[src/rtl/irq_edge_pkg.sv]
package irq_edge_pkg;

  localparam int          NUM_PINS       = 4;
  localparam int          ADDR_W         = 4;
  localparam int          DATA_W         = 16;

  // Register offsets
  localparam logic [3:0]  OFS_SENSE      = 4'h0;
  localparam logic [3:0]  OFS_EDGE_SEL   = 4'h2;
  localparam logic [3:0]  OFS_FLAGS      = 4'h4;
  localparam logic [3:0]  OFS_IRQ_STATUS = 4'h6;
  localparam logic [3:0]  OFS_IRQ_MASK   = 4'h8;

  // Field positions: pin n at bit (MSB - n) or pair (HI - 2n)
  localparam int          SENSE_MSB      = 7;
  localparam int          EDGE_HI_MSB    = 15;
  localparam int          FLAG_MSB       = 7;

  // Reset values
  localparam logic [15:0] EDGE_SEL_RST   = 16'h0000;
  localparam logic [15:0] SENSE_RST      = 16'h0000;
  localparam logic [15:0] FLAGS_RST      = 16'h0000;

  // Writable masks; other bits are reserved and read zero
  localparam logic [15:0] SENSE_WMASK    = 16'h00f0;
  localparam logic [15:0] EDGE_WMASK     = 16'hff00;
  localparam logic [15:0] FLAG_WMASK     = 16'h00f0;
  localparam logic [15:0] EVT_WMASK      = 16'h000f;

  typedef enum logic [1:0] {
    EDGE_FALL = 2'b00,
    EDGE_RISE = 2'b01,
    EDGE_BOTH = 2'b10,
    EDGE_RSVD = 2'b11
  } edge_sel_t;

  typedef struct packed {
    logic              wr;
    logic              rd;
    logic [ADDR_W-1:0] addr;
    logic [DATA_W-1:0] wdata;
  } reg_req_t;

  typedef struct packed {
    logic [NUM_PINS-1:0] exc_taken;
    logic [NUM_PINS-1:0] xfer_start;
    logic                xfer_irq_disable_sel;
  } ack_t;

endpackage

[src/rtl/ext_irq_detect.sv]
// The register offsets and the address-and-strobe port were left to the implementer.
`timescale 1ns/1ps
//////////////////////////////////////////////////////////////////////////////
// Notes on behaviour
// - Edge select only matters when the pin's sense bit picks edge mode.
// - Edge code 00 is falling, 01 rising, 10 both; 11 detects nothing.
// - Edge select holds pins 0..3 at bits 15:14..9:8, reset to zero.
// - Reserved bits of both registers read zero; writes to them are lost.
// - Flags sit at bits 7..4 for pins 0..3, reset to zero, set on detect.
// - A flag clears on a write of 0 only after it was read as 1.
// - Level mode clears the flag when exception runs with the pin high.
// - Edge mode clears the flag when that pin's exception runs.
// - A software clear in edge mode withdraws the pending request.
// - Sense bit 0 detects a low level, 1 detects the selected edge.
module ext_irq_detect
  import irq_edge_pkg::*;
(
  // Clock and reset
  input  wire logic                clk_i,
  input  wire logic                rst_i,
  // Register port
  input  wire reg_req_t            req_i,
  output logic        [DATA_W-1:0] rdata_o,
  // External request pins, low active
  input  wire logic [NUM_PINS-1:0] ext_request_pins_n_i,
  // Acknowledges from exception and transfer logic
  input  wire ack_t                ack_i,
  // Requests to priority logic and interrupt
  output logic      [NUM_PINS-1:0] pending_o,
  output logic                     irq_o
);

  logic [NUM_PINS-1:0] pin_lvl;
  logic [NUM_PINS-1:0] det;
  logic [DATA_W-1:0]   sense_q;
  logic [DATA_W-1:0]   edge_q;
  logic [NUM_PINS-1:0] flag_q;
  logic [NUM_PINS-1:0] flag_d;
  logic [NUM_PINS-1:0] seen_one_q;
  logic [NUM_PINS-1:0] evt_q;
  logic [NUM_PINS-1:0] evt_mask_q;
  logic [NUM_PINS-1:0] sw_clr;
  logic [NUM_PINS-1:0] hw_clr;
  logic [DATA_W-1:0]   rdata_d;
  logic                wr_flags;

  function automatic logic [DATA_W-1:0] flags_to_word(
    input logic [NUM_PINS-1:0] f
  );
    logic [DATA_W-1:0] w;
    w = '0;
    for (int n = 0; n < NUM_PINS; n++) begin
      w[FLAG_MSB-n] = f[n];
    end
    return w;
  endfunction

  //////////////////////////////////////////////////////////////////////////////
  // Synchronise and detect

  pin_sync #(
    .WIDTH (NUM_PINS)
  ) u_sync (
    .clk_i   (clk_i),
    .rst_i   (rst_i),
    .async_i (ext_request_pins_n_i),
    .sync_o  (pin_lvl)
  );

  for (genvar n = 0; n < NUM_PINS; n++) begin : g_det
    pin_detect u_det (
      .clk_i        (clk_i),
      .rst_i        (rst_i),
      .sense_edge_i (sense_q[SENSE_MSB-n]),
      .edge_sel_i   (edge_q[EDGE_HI_MSB-2*n -: 2]),
      .level_i      (pin_lvl[n]),
      .event_o      (det[n])
    );
  end

  //////////////////////////////////////////////////////////////////////////////
  // Configuration registers

  always_ff @(posedge clk_i) begin
    if (rst_i) begin
      sense_q <= SENSE_RST;
      edge_q  <= EDGE_SEL_RST;
    end else if (req_i.wr) begin
      if (req_i.addr == OFS_SENSE) begin
        sense_q <= req_i.wdata & SENSE_WMASK;
      end else if (req_i.addr == OFS_EDGE_SEL) begin
        edge_q  <= req_i.wdata & EDGE_WMASK;
      end
    end
  end

  //////////////////////////////////////////////////////////////////////////////
  // Request flags

  assign wr_flags = req_i.wr && req_i.addr == OFS_FLAGS;

  always_comb begin
    for (int n = 0; n < NUM_PINS; n++) begin
      sw_clr[n] = wr_flags && seen_one_q[n]
                  && !req_i.wdata[FLAG_MSB-n];
      hw_clr[n] = (ack_i.exc_taken[n]
                   && (sense_q[SENSE_MSB-n] || pin_lvl[n]))
                  || (ack_i.xfer_start[n]
                      && !ack_i.xfer_irq_disable_sel);
      // A new detection wins over any clear in the same cycle
      flag_d[n] = det[n] ? 1'b1 : (flag_q[n] && !sw_clr[n] && !hw_clr[n]);
    end
  end

  always_ff @(posedge clk_i) begin
    if (rst_i) begin
      flag_q <= FLAGS_RST[NUM_PINS-1:0];
    end else begin
      flag_q <= flag_d;
    end
  end

  // A read arms the clear only for bits that were one; a write disarms
  always_ff @(posedge clk_i) begin
    if (rst_i) begin
      seen_one_q <= '0;
    end else if (req_i.rd && req_i.addr == OFS_FLAGS) begin
      seen_one_q <= flag_q;
    end else if (wr_flags) begin
      seen_one_q <= '0;
    end
  end

  //////////////////////////////////////////////////////////////////////////////
  // Event status, mask and interrupt

  always_ff @(posedge clk_i) begin
    if (rst_i) begin
      evt_q <= '0;
    end else if (req_i.wr && req_i.addr == OFS_IRQ_STATUS) begin
      evt_q <= (evt_q & ~req_i.wdata[NUM_PINS-1:0]) | (flag_d & ~flag_q);
    end else begin
      evt_q <= evt_q | (flag_d & ~flag_q);
    end
  end

  always_ff @(posedge clk_i) begin
    if (rst_i) begin
      evt_mask_q <= '0;
    end else if (req_i.wr && req_i.addr == OFS_IRQ_MASK) begin
      evt_mask_q <= req_i.wdata[NUM_PINS-1:0];
    end
  end

  always_ff @(posedge clk_i) begin
    if (rst_i) begin
      irq_o     <= 1'b0;
      pending_o <= '0;
    end else begin
      irq_o     <= |(evt_q & evt_mask_q);
      pending_o <= flag_d;
    end
  end

  //////////////////////////////////////////////////////////////////////////////
  // Read port

  always_comb begin
    rdata_d = '0;
    if (req_i.addr == OFS_SENSE) begin
      rdata_d = sense_q;
    end else if (req_i.addr == OFS_EDGE_SEL) begin
      rdata_d = edge_q;
    end else if (req_i.addr == OFS_FLAGS) begin
      rdata_d = flags_to_word(flag_q);
    end else if (req_i.addr == OFS_IRQ_STATUS) begin
      rdata_d = {{(DATA_W-NUM_PINS){1'b0}}, evt_q};
    end else if (req_i.addr == OFS_IRQ_MASK) begin
      rdata_d = {{(DATA_W-NUM_PINS){1'b0}}, evt_mask_q};
    end
  end

  always_ff @(posedge clk_i) begin
    if (rst_i) begin
      rdata_o <= '0;
    end else if (req_i.rd) begin
      rdata_o <= rdata_d;
    end else begin
      rdata_o <= '0;
    end
  end

  //////////////////////////////////////////////////////////////////////////////
  // Checks

  flag_set_a: assert property (
    @(posedge clk_i) disable iff (rst_i)
    det[0] |=> flag_q[0])
    else $error("flag 0 not set after detection");

  sw_clear_a: assert property (
    @(posedge clk_i) disable iff (rst_i)
    (wr_flags && !seen_one_q[1] && !hw_clr[1] && !det[1] && flag_q[1])
    |=> flag_q[1])
    else $error("flag 1 cleared without a prior read of one");

  // Masters may leave an idle cycle between the read and the write
  read_clear_a: assert property (
    @(posedge clk_i) disable iff (rst_i)
    (req_i.rd && req_i.addr == OFS_FLAGS && flag_q[2])
    ##1 (!req_i.wr && !req_i.rd)
    ##1 (wr_flags && !req_i.wdata[FLAG_MSB-2] && !det[2])
    |=> !flag_q[2] && !pending_o[2])
    else $error("read-one then write-zero did not clear flag 2");

  edge_exc_a: assert property (
    @(posedge clk_i) disable iff (rst_i)
    (ack_i.exc_taken[0] && sense_q[SENSE_MSB] && !det[0])
    |=> !flag_q[0])
    else $error("edge exception did not clear flag 0");

  level_exc_a: assert property (
    @(posedge clk_i) disable iff (rst_i)
    (ack_i.exc_taken[0] && !sense_q[SENSE_MSB] && !pin_lvl[0])
    |=> flag_q[0])
    else $error("level flag cleared while pin low");

  xfer_clear_a: assert property (
    @(posedge clk_i) disable iff (rst_i)
    (ack_i.xfer_start[1] && !ack_i.xfer_irq_disable_sel && !det[1])
    |=> !flag_q[1])
    else $error("transfer start did not clear flag 1");

  xfer_keep_a: assert property (
    @(posedge clk_i) disable iff (rst_i)
    (ack_i.xfer_start[1] && ack_i.xfer_irq_disable_sel && flag_q[1]
     && !req_i.wr && !ack_i.exc_taken[1])
    |=> flag_q[1])
    else $error("transfer start cleared flag 1 with disable set");

  edge_rsvd_a: assert property (
    @(posedge clk_i) disable iff (rst_i)
    (sense_q[SENSE_MSB-2] && edge_q[EDGE_HI_MSB-4 -: 2] == 2'b11)
    |-> !det[2])
    else $error("reserved edge code produced a detection");

  edge_fall_a: assert property (
    @(posedge clk_i) disable iff (rst_i)
    (sense_q[SENSE_MSB] && edge_q[EDGE_HI_MSB -: 2] == EDGE_FALL
     && $fell(pin_lvl[0])) |-> det[0])
    else $error("falling edge on pin 0 not detected");

  edge_rise_a: assert property (
    @(posedge clk_i) disable iff (rst_i)
    (sense_q[SENSE_MSB-1] && edge_q[EDGE_HI_MSB-2 -: 2] == EDGE_RISE
     && $rose(pin_lvl[1])) |-> det[1])
    else $error("rising edge on pin 1 not detected");

  edge_both_a: assert property (
    @(posedge clk_i) disable iff (rst_i)
    (sense_q[SENSE_MSB-3] && edge_q[EDGE_HI_MSB-6 -: 2] == EDGE_BOTH
     && $changed(pin_lvl[3])) |-> det[3])
    else $error("edge on pin 3 not detected in both-edge mode");

  edge_quiet_a: assert property (
    @(posedge clk_i) disable iff (rst_i)
    (sense_q[SENSE_MSB-2] && $stable(pin_lvl[2])) |-> !det[2])
    else $error("edge mode detected a steady pin 2");

  level_mode_a: assert property (
    @(posedge clk_i) disable iff (rst_i)
    !sense_q[SENSE_MSB-1] |-> det[1] == !pin_lvl[1])
    else $error("level mode detection does not follow pin");

  level_set_a: assert property (
    @(posedge clk_i) disable iff (rst_i)
    (!sense_q[SENSE_MSB-2] && !pin_lvl[2]) |=> flag_q[2])
    else $error("low level on pin 2 did not set its flag");

  // Sticky flags: only a flag write or an acknowledge may drop them
  flag_hold_a: assert property (
    @(posedge clk_i) disable iff (rst_i)
    (flag_q[3] && !req_i.wr && !ack_i.exc_taken[3] && !ack_i.xfer_start[3])
    |=> flag_q[3])
    else $error("flag 3 dropped without a clear");

  no_set_a: assert property (
    @(posedge clk_i) disable iff (rst_i)
    (!flag_q[3] && !det[3]) |=> !flag_q[3])
    else $error("flag 3 set without a detection");

  sw_noclr_a: assert property (
    @(posedge clk_i) disable iff (rst_i)
    (wr_flags && req_i.wdata[FLAG_MSB-3] && flag_q[3]
     && !ack_i.exc_taken[3] && !ack_i.xfer_start[3])
    |=> flag_q[3])
    else $error("writing one cleared flag 3");

  rdata_idle_a: assert property (
    @(posedge clk_i) disable iff (rst_i)
    !req_i.rd |=> rdata_o == '0)
    else $error("read data not zero outside a read");

  edge_read_a: assert property (
    @(posedge clk_i) disable iff (rst_i)
    ($past(req_i.rd) && $past(req_i.addr) == OFS_EDGE_SEL)
    |-> (rdata_o & ~EDGE_WMASK) == '0)
    else $error("reserved edge select bits read non-zero");

  flag_rsvd_a: assert property (
    @(posedge clk_i) disable iff (rst_i)
    ($past(req_i.rd) && $past(req_i.addr) == OFS_FLAGS)
    |-> (rdata_o & ~FLAG_WMASK) == '0)
    else $error("reserved flag bits read non-zero");

  rsvd_zero_a: assert property (
    @(posedge clk_i) disable iff (rst_i)
    ($past(req_i.rd) && !$past(rst_i) && $past(req_i.addr) == OFS_FLAGS)
    |-> rdata_o[DATA_W-1:8] == '0)
    else $error("upper flag bits read non-zero");

endmodule

[src/rtl/pin_detect.sv]
`timescale 1ns/1ps
module pin_detect
  import irq_edge_pkg::*;
(
  // Clock and reset
  input  wire logic       clk_i,
  input  wire logic       rst_i,
  // Configuration and level
  input  wire logic       sense_edge_i,
  input  wire logic [1:0] edge_sel_i,
  input  wire logic       level_i,
  // Detection
  output logic            event_o
);

  logic prev_q;

  always_ff @(posedge clk_i) begin
    if (rst_i) begin
      prev_q <= 1'b1;
    end else begin
      prev_q <= level_i;
    end
  end

  always_comb begin
    event_o = 1'b0;
    if (!sense_edge_i) begin
      event_o = !level_i;
    end else begin
      case (edge_sel_t'(edge_sel_i))
        EDGE_FALL: event_o = prev_q && !level_i;
        EDGE_RISE: event_o = !prev_q && level_i;
        EDGE_BOTH: event_o = prev_q != level_i;
        default:   event_o = 1'b0;
      endcase
    end
  end

endmodule

[src/rtl/pin_sync.sv]
`timescale 1ns/1ps
module pin_sync
  import irq_edge_pkg::*;
#(
  parameter int WIDTH = NUM_PINS
) (
  // Clock and reset
  input  wire logic             clk_i,
  input  wire logic             rst_i,
  // Pins and synchronised levels
  input  wire logic [WIDTH-1:0] async_i,
  output logic      [WIDTH-1:0] sync_o
);

  logic [WIDTH-1:0] meta_q;

  if (WIDTH < 1) begin : g_bad_width
    $error("pin_sync: WIDTH must be positive");
  end

  // Idle high resets keep a low-active pin from looking asserted
  always_ff @(posedge clk_i) begin
    if (rst_i) begin
      meta_q <= '1;
      sync_o <= '1;
    end else begin
      meta_q <= async_i;
      sync_o <= meta_q;
    end
  end

endmodule

[config.mk]
export PLATFORM = sky130hd
export DESIGN_NAME = ext_irq_detect
export DESIGN_NICKNAME = d
export VERILOG_FILES = /design/src/rtl/irq_edge_pkg.sv /design/src/rtl/ext_irq_detect.sv /design/src/rtl/pin_detect.sv /design/src/rtl/pin_sync.sv
export SDC_FILE = /design/constraint.sdc
export NUM_CORES = 1
export LEC_CHECK = 0
export BUFFER_PORTS_ARGS = -buffer_cell sky130_fd_sc_hd__clkbuf_2
export CORE_MARGIN = 2
export CORE_UTILIZATION = 52
export CTS_CLUSTER_SIZE = 24
export DETAILED_ROUTE_END_ITERATION = 7
export PLACE_DENSITY = 0.76
export SYNTH_ARGS = -nofsm -noshare
export SYNTH_HDL_FRONTEND = slang
export SYNTH_SLANG_ARGS = --single-unit
[constraint.sdc]
create_clock -name clk_i -period 1.4 [get_ports clk_i]
set_input_delay 0.07 -clock clk_i [delete_from_list [all_inputs] [get_ports clk_i]]
set_output_delay 0.07 -clock clk_i [all_outputs]
set_load 0.05 [all_outputs]
==> flow_summary.ini <==
[status]
status = finished, final reports clean

[grt]
grt_usage_pct = 22.4
grt_max_degree = 46
grt_pass1_vias = 1879
grt_pass1_wl_um = 8570
antenna_found_initial = 0
gr-total-overflow = 0

[cts]
clock-sinks = 57
htreeDepth = 3
clock-root-buffer = clkbuf_8
cts.clk_slew.worst_paths_ns = 0.06
cts_buffers = 9
clkLatencyLatePin_ns = 0.34
cts_buffer_depth = 2
cts_tree = done

[timing]
setup_viol = 0
final.setup.tns_ns = 0
fin_worst_skew_ns = 0.00661
post-route-period-util_pct = 90.2
finalHoldViolations = 0
worst_slew_pin_slew_ns = 0.431
min_period_ns = 1.26
max_freq_ghz = 0.792
slew-limit-headroom_pct = 71.2
slew_violations = 0
rsz0062_at_grt = no

[power_and_ir_drop]
p_seq_share_pct = 47.4
power.internal_uw = 2760
swShare_pct = 22.1
powerDensity_nw_per_um2 = 1150
p_switching_uw = 784
combPwrFrac_pct = 7.7
vdd_drop_max_uv = 879
p_leak_uw = 0.00140
share_clk_of_total_power_pct = 44.9

[min_path]
min_path_type = in2reg

[placed_design]
gp_congestion = 0.804
portBuffers = 57
place_area_sq_um = 2690
dp.final_hpwl_um = 3660

[yosys]
seq_area_frac_synth_pct = 48.9
syn_area_sq_um = 2330
synth_cell_type_count = 32
yosys.area.top_type = dfxtp_1
synth.net_count = 283
synthCells = 238
syn_area_per_cell_sq_um = 9.81
yosysWarnings = 0
synth-seq-cells = 57
synth_top_cell_area_share_pct = 48.9
synth_area_leaders = dfxtp_1, mux2i_1, ha_1

[run]
maxCapViolations = 0

[die]
initial_utilization_pct = 53.6
die_x_um = 71.0
ioPinCount = 58
core-area_sq_um = 4350
fp.dieH_um = 71.0
rows = 24
dieArea_sq_um = 5040

[route]
routedWlPerCell_um = 13.9
route.detailed.drc = 0
avgViaCountPerCell = 5.14
drt_iter0_drc = 125
firstDrtPassIters = 4
ant_nets = 0
vias = 1927
drt_wl_total_um = 5200

[setup_path]
worstPathArrival_ns = 1.52
cp_max_fo = 2
worstPathRequired_ns = 1.65
crit_path_end_kind = register
worstSetupStartpointType = register
worstSetupPathType = reg2reg

[cells_and_area]
final_cell_mix = dfxtp_1, clkbuf_2, nor2_1
n_fill_cell = 358
drive_above_1_share_pct = 30.0
final_area_sq_um = 3070
antennaDiodeCount = 0
final_nets = 363
areaGrowthSynthToFinish_pct = 31.5
[synthesized netlist by cell type (all sizes together)]
| library cell | number |
|---|---|
| and2 | 8 |
| nand2b | 5 |
| nand3b | 5 |
| nand4b | 4 |
| o31ai | 4 |
| ha | 8 |
| and4bb | 2 |
| nor3b | 6 |
| nand3 | 8 |
| a31oi | 3 |
| buf | 6 |
| clkbuf | 4 |
| o211ai | 1 |
| or4 | 1 |
| a21oi | 9 |
| nor2b | 5 |
| or2 | 13 |
| nor2 | 27 |
| inv | 14 |
| and3 | 1 |
| o21ai | 7 |
| o32ai | 1 |
| dfxtp | 57 |
| nor4b | 1 |
| a22oi | 10 |
| nand2 | 7 |
| a211oi | 1 |
| mux2i | 20 |
[flip-flops by register name, summed over array words and instances (netlist names)]
register / flops
sense_q: 4
seen_one_q: 4
edge_q: 8
g_det.u_det.prev_q: 4
u_sync.meta_q: 4
u_sync.sync_o: 4
evt_q: 4
irq_o: 1
evt_mask_q: 4
rdata_o: 16
pending_o: 4
[worst max-delay path: stages (launching register included)]
cell	delay (ns)
dfxtp_1	0.34
inv_1	0.05
ha_1	0.29
o32ai_2	0.25
nor2_1	0.09
o31ai_1	0.18
[timing repair]
item / CTS / global route
resized for setup: 0 / 1
hold buffers: 17 / 0
endpoints found under the hold margin: 17 / 0
buffers inserted: 0 / 0
setup endpoints to repair: 0 / 1
[worst paths after layout]
path | startpoint | endpoint | slack [ns] | depth (start not counted)
setup / recovery | g_det[0].u_det.prev_q | evt_q[0] | 0.14 | 5
hold / removal | req_i[5] | sense_q[5] | 0.01 | 3
setup reg to reg | g_det[0].u_det.prev_q | evt_q[0] | 0.14 | 5
hold reg to reg | u_sync.meta_q[3] | u_sync.sync_o[3] | 0.41 | 1
[stage by stage]
stage | setup slack [ns] | util, % | instances | hold slack (ns) | power, uW
finish | 0.137 | 70.5 | 375 | 0.0108 | 3540
global route | 0.0233 | 70.5 | 375 | 0.00612 | 3680
CTS | 0.0975 | 70.3 | 375 | 0.00102 | 3560
detailed placement | 0.117 | 61.7 | 342 | 0.257 | 1950
global placement | 0.170 | 61.7 | 342 | 0.253 | 1940
floorplan | 0.214 | - | 238 | 0.174 | 1850
[cell type report]
| class | instances | area, sq um | share of cell area [%] |
|---|---|---|---|
| multi-input cells | 157 | 1100 | 35.8 |
| repair buffers | 79 | 505 | 16.5 |
| inverters | 14 | 52.6 | 1.71 |
| well taps | 52 | 65.1 | 2.12 |
| clock inverters | 2 | 35.0 | 1.14 |
| clock buffers | 14 | 173 | 5.62 |
| flip-flops and latches | 57 | 1140 | 37.2 |
[power by group through the flow]
stage	Sequential, uW	Clock, uW	Combinational (uW)
2_1_floorplan	1720	0	121
3_3_place_gp	1710	0	230
3_5_place_dp	1720	0	234
4_1_cts	1680	1610	272
5_1_grt	1680	1690	298
6_report	1680	1590	273
[routing by layer]
layer  track usage [%]  part of all wire [%]
met1              25.7                    42
met2              38.1                    51
met3              6.70                   4.9
met4              10.5                   1.6
met5                 0                     0
[cell families (layout without fill, tap and decap cells)]
| logic type | after synthesis | in the layout | synth area share [%] |
|---|---|---|---|
| adder cells (fa/ha/maj) | 8 | 8 | 4.29 |
| multiplexers | 20 | 20 | 8.57 |
| AND/OR/NAND/NOR | 93 | 93 | 24.1 |
| flip-flops | 57 | 57 | 48.9 |
| AO/OA/AOI/OAI | 36 | 36 | 9.75 |
| buffers and inverters | 24 | 109 | 4.39 |
Note: power is estimated with default switching activity, not from simulation.
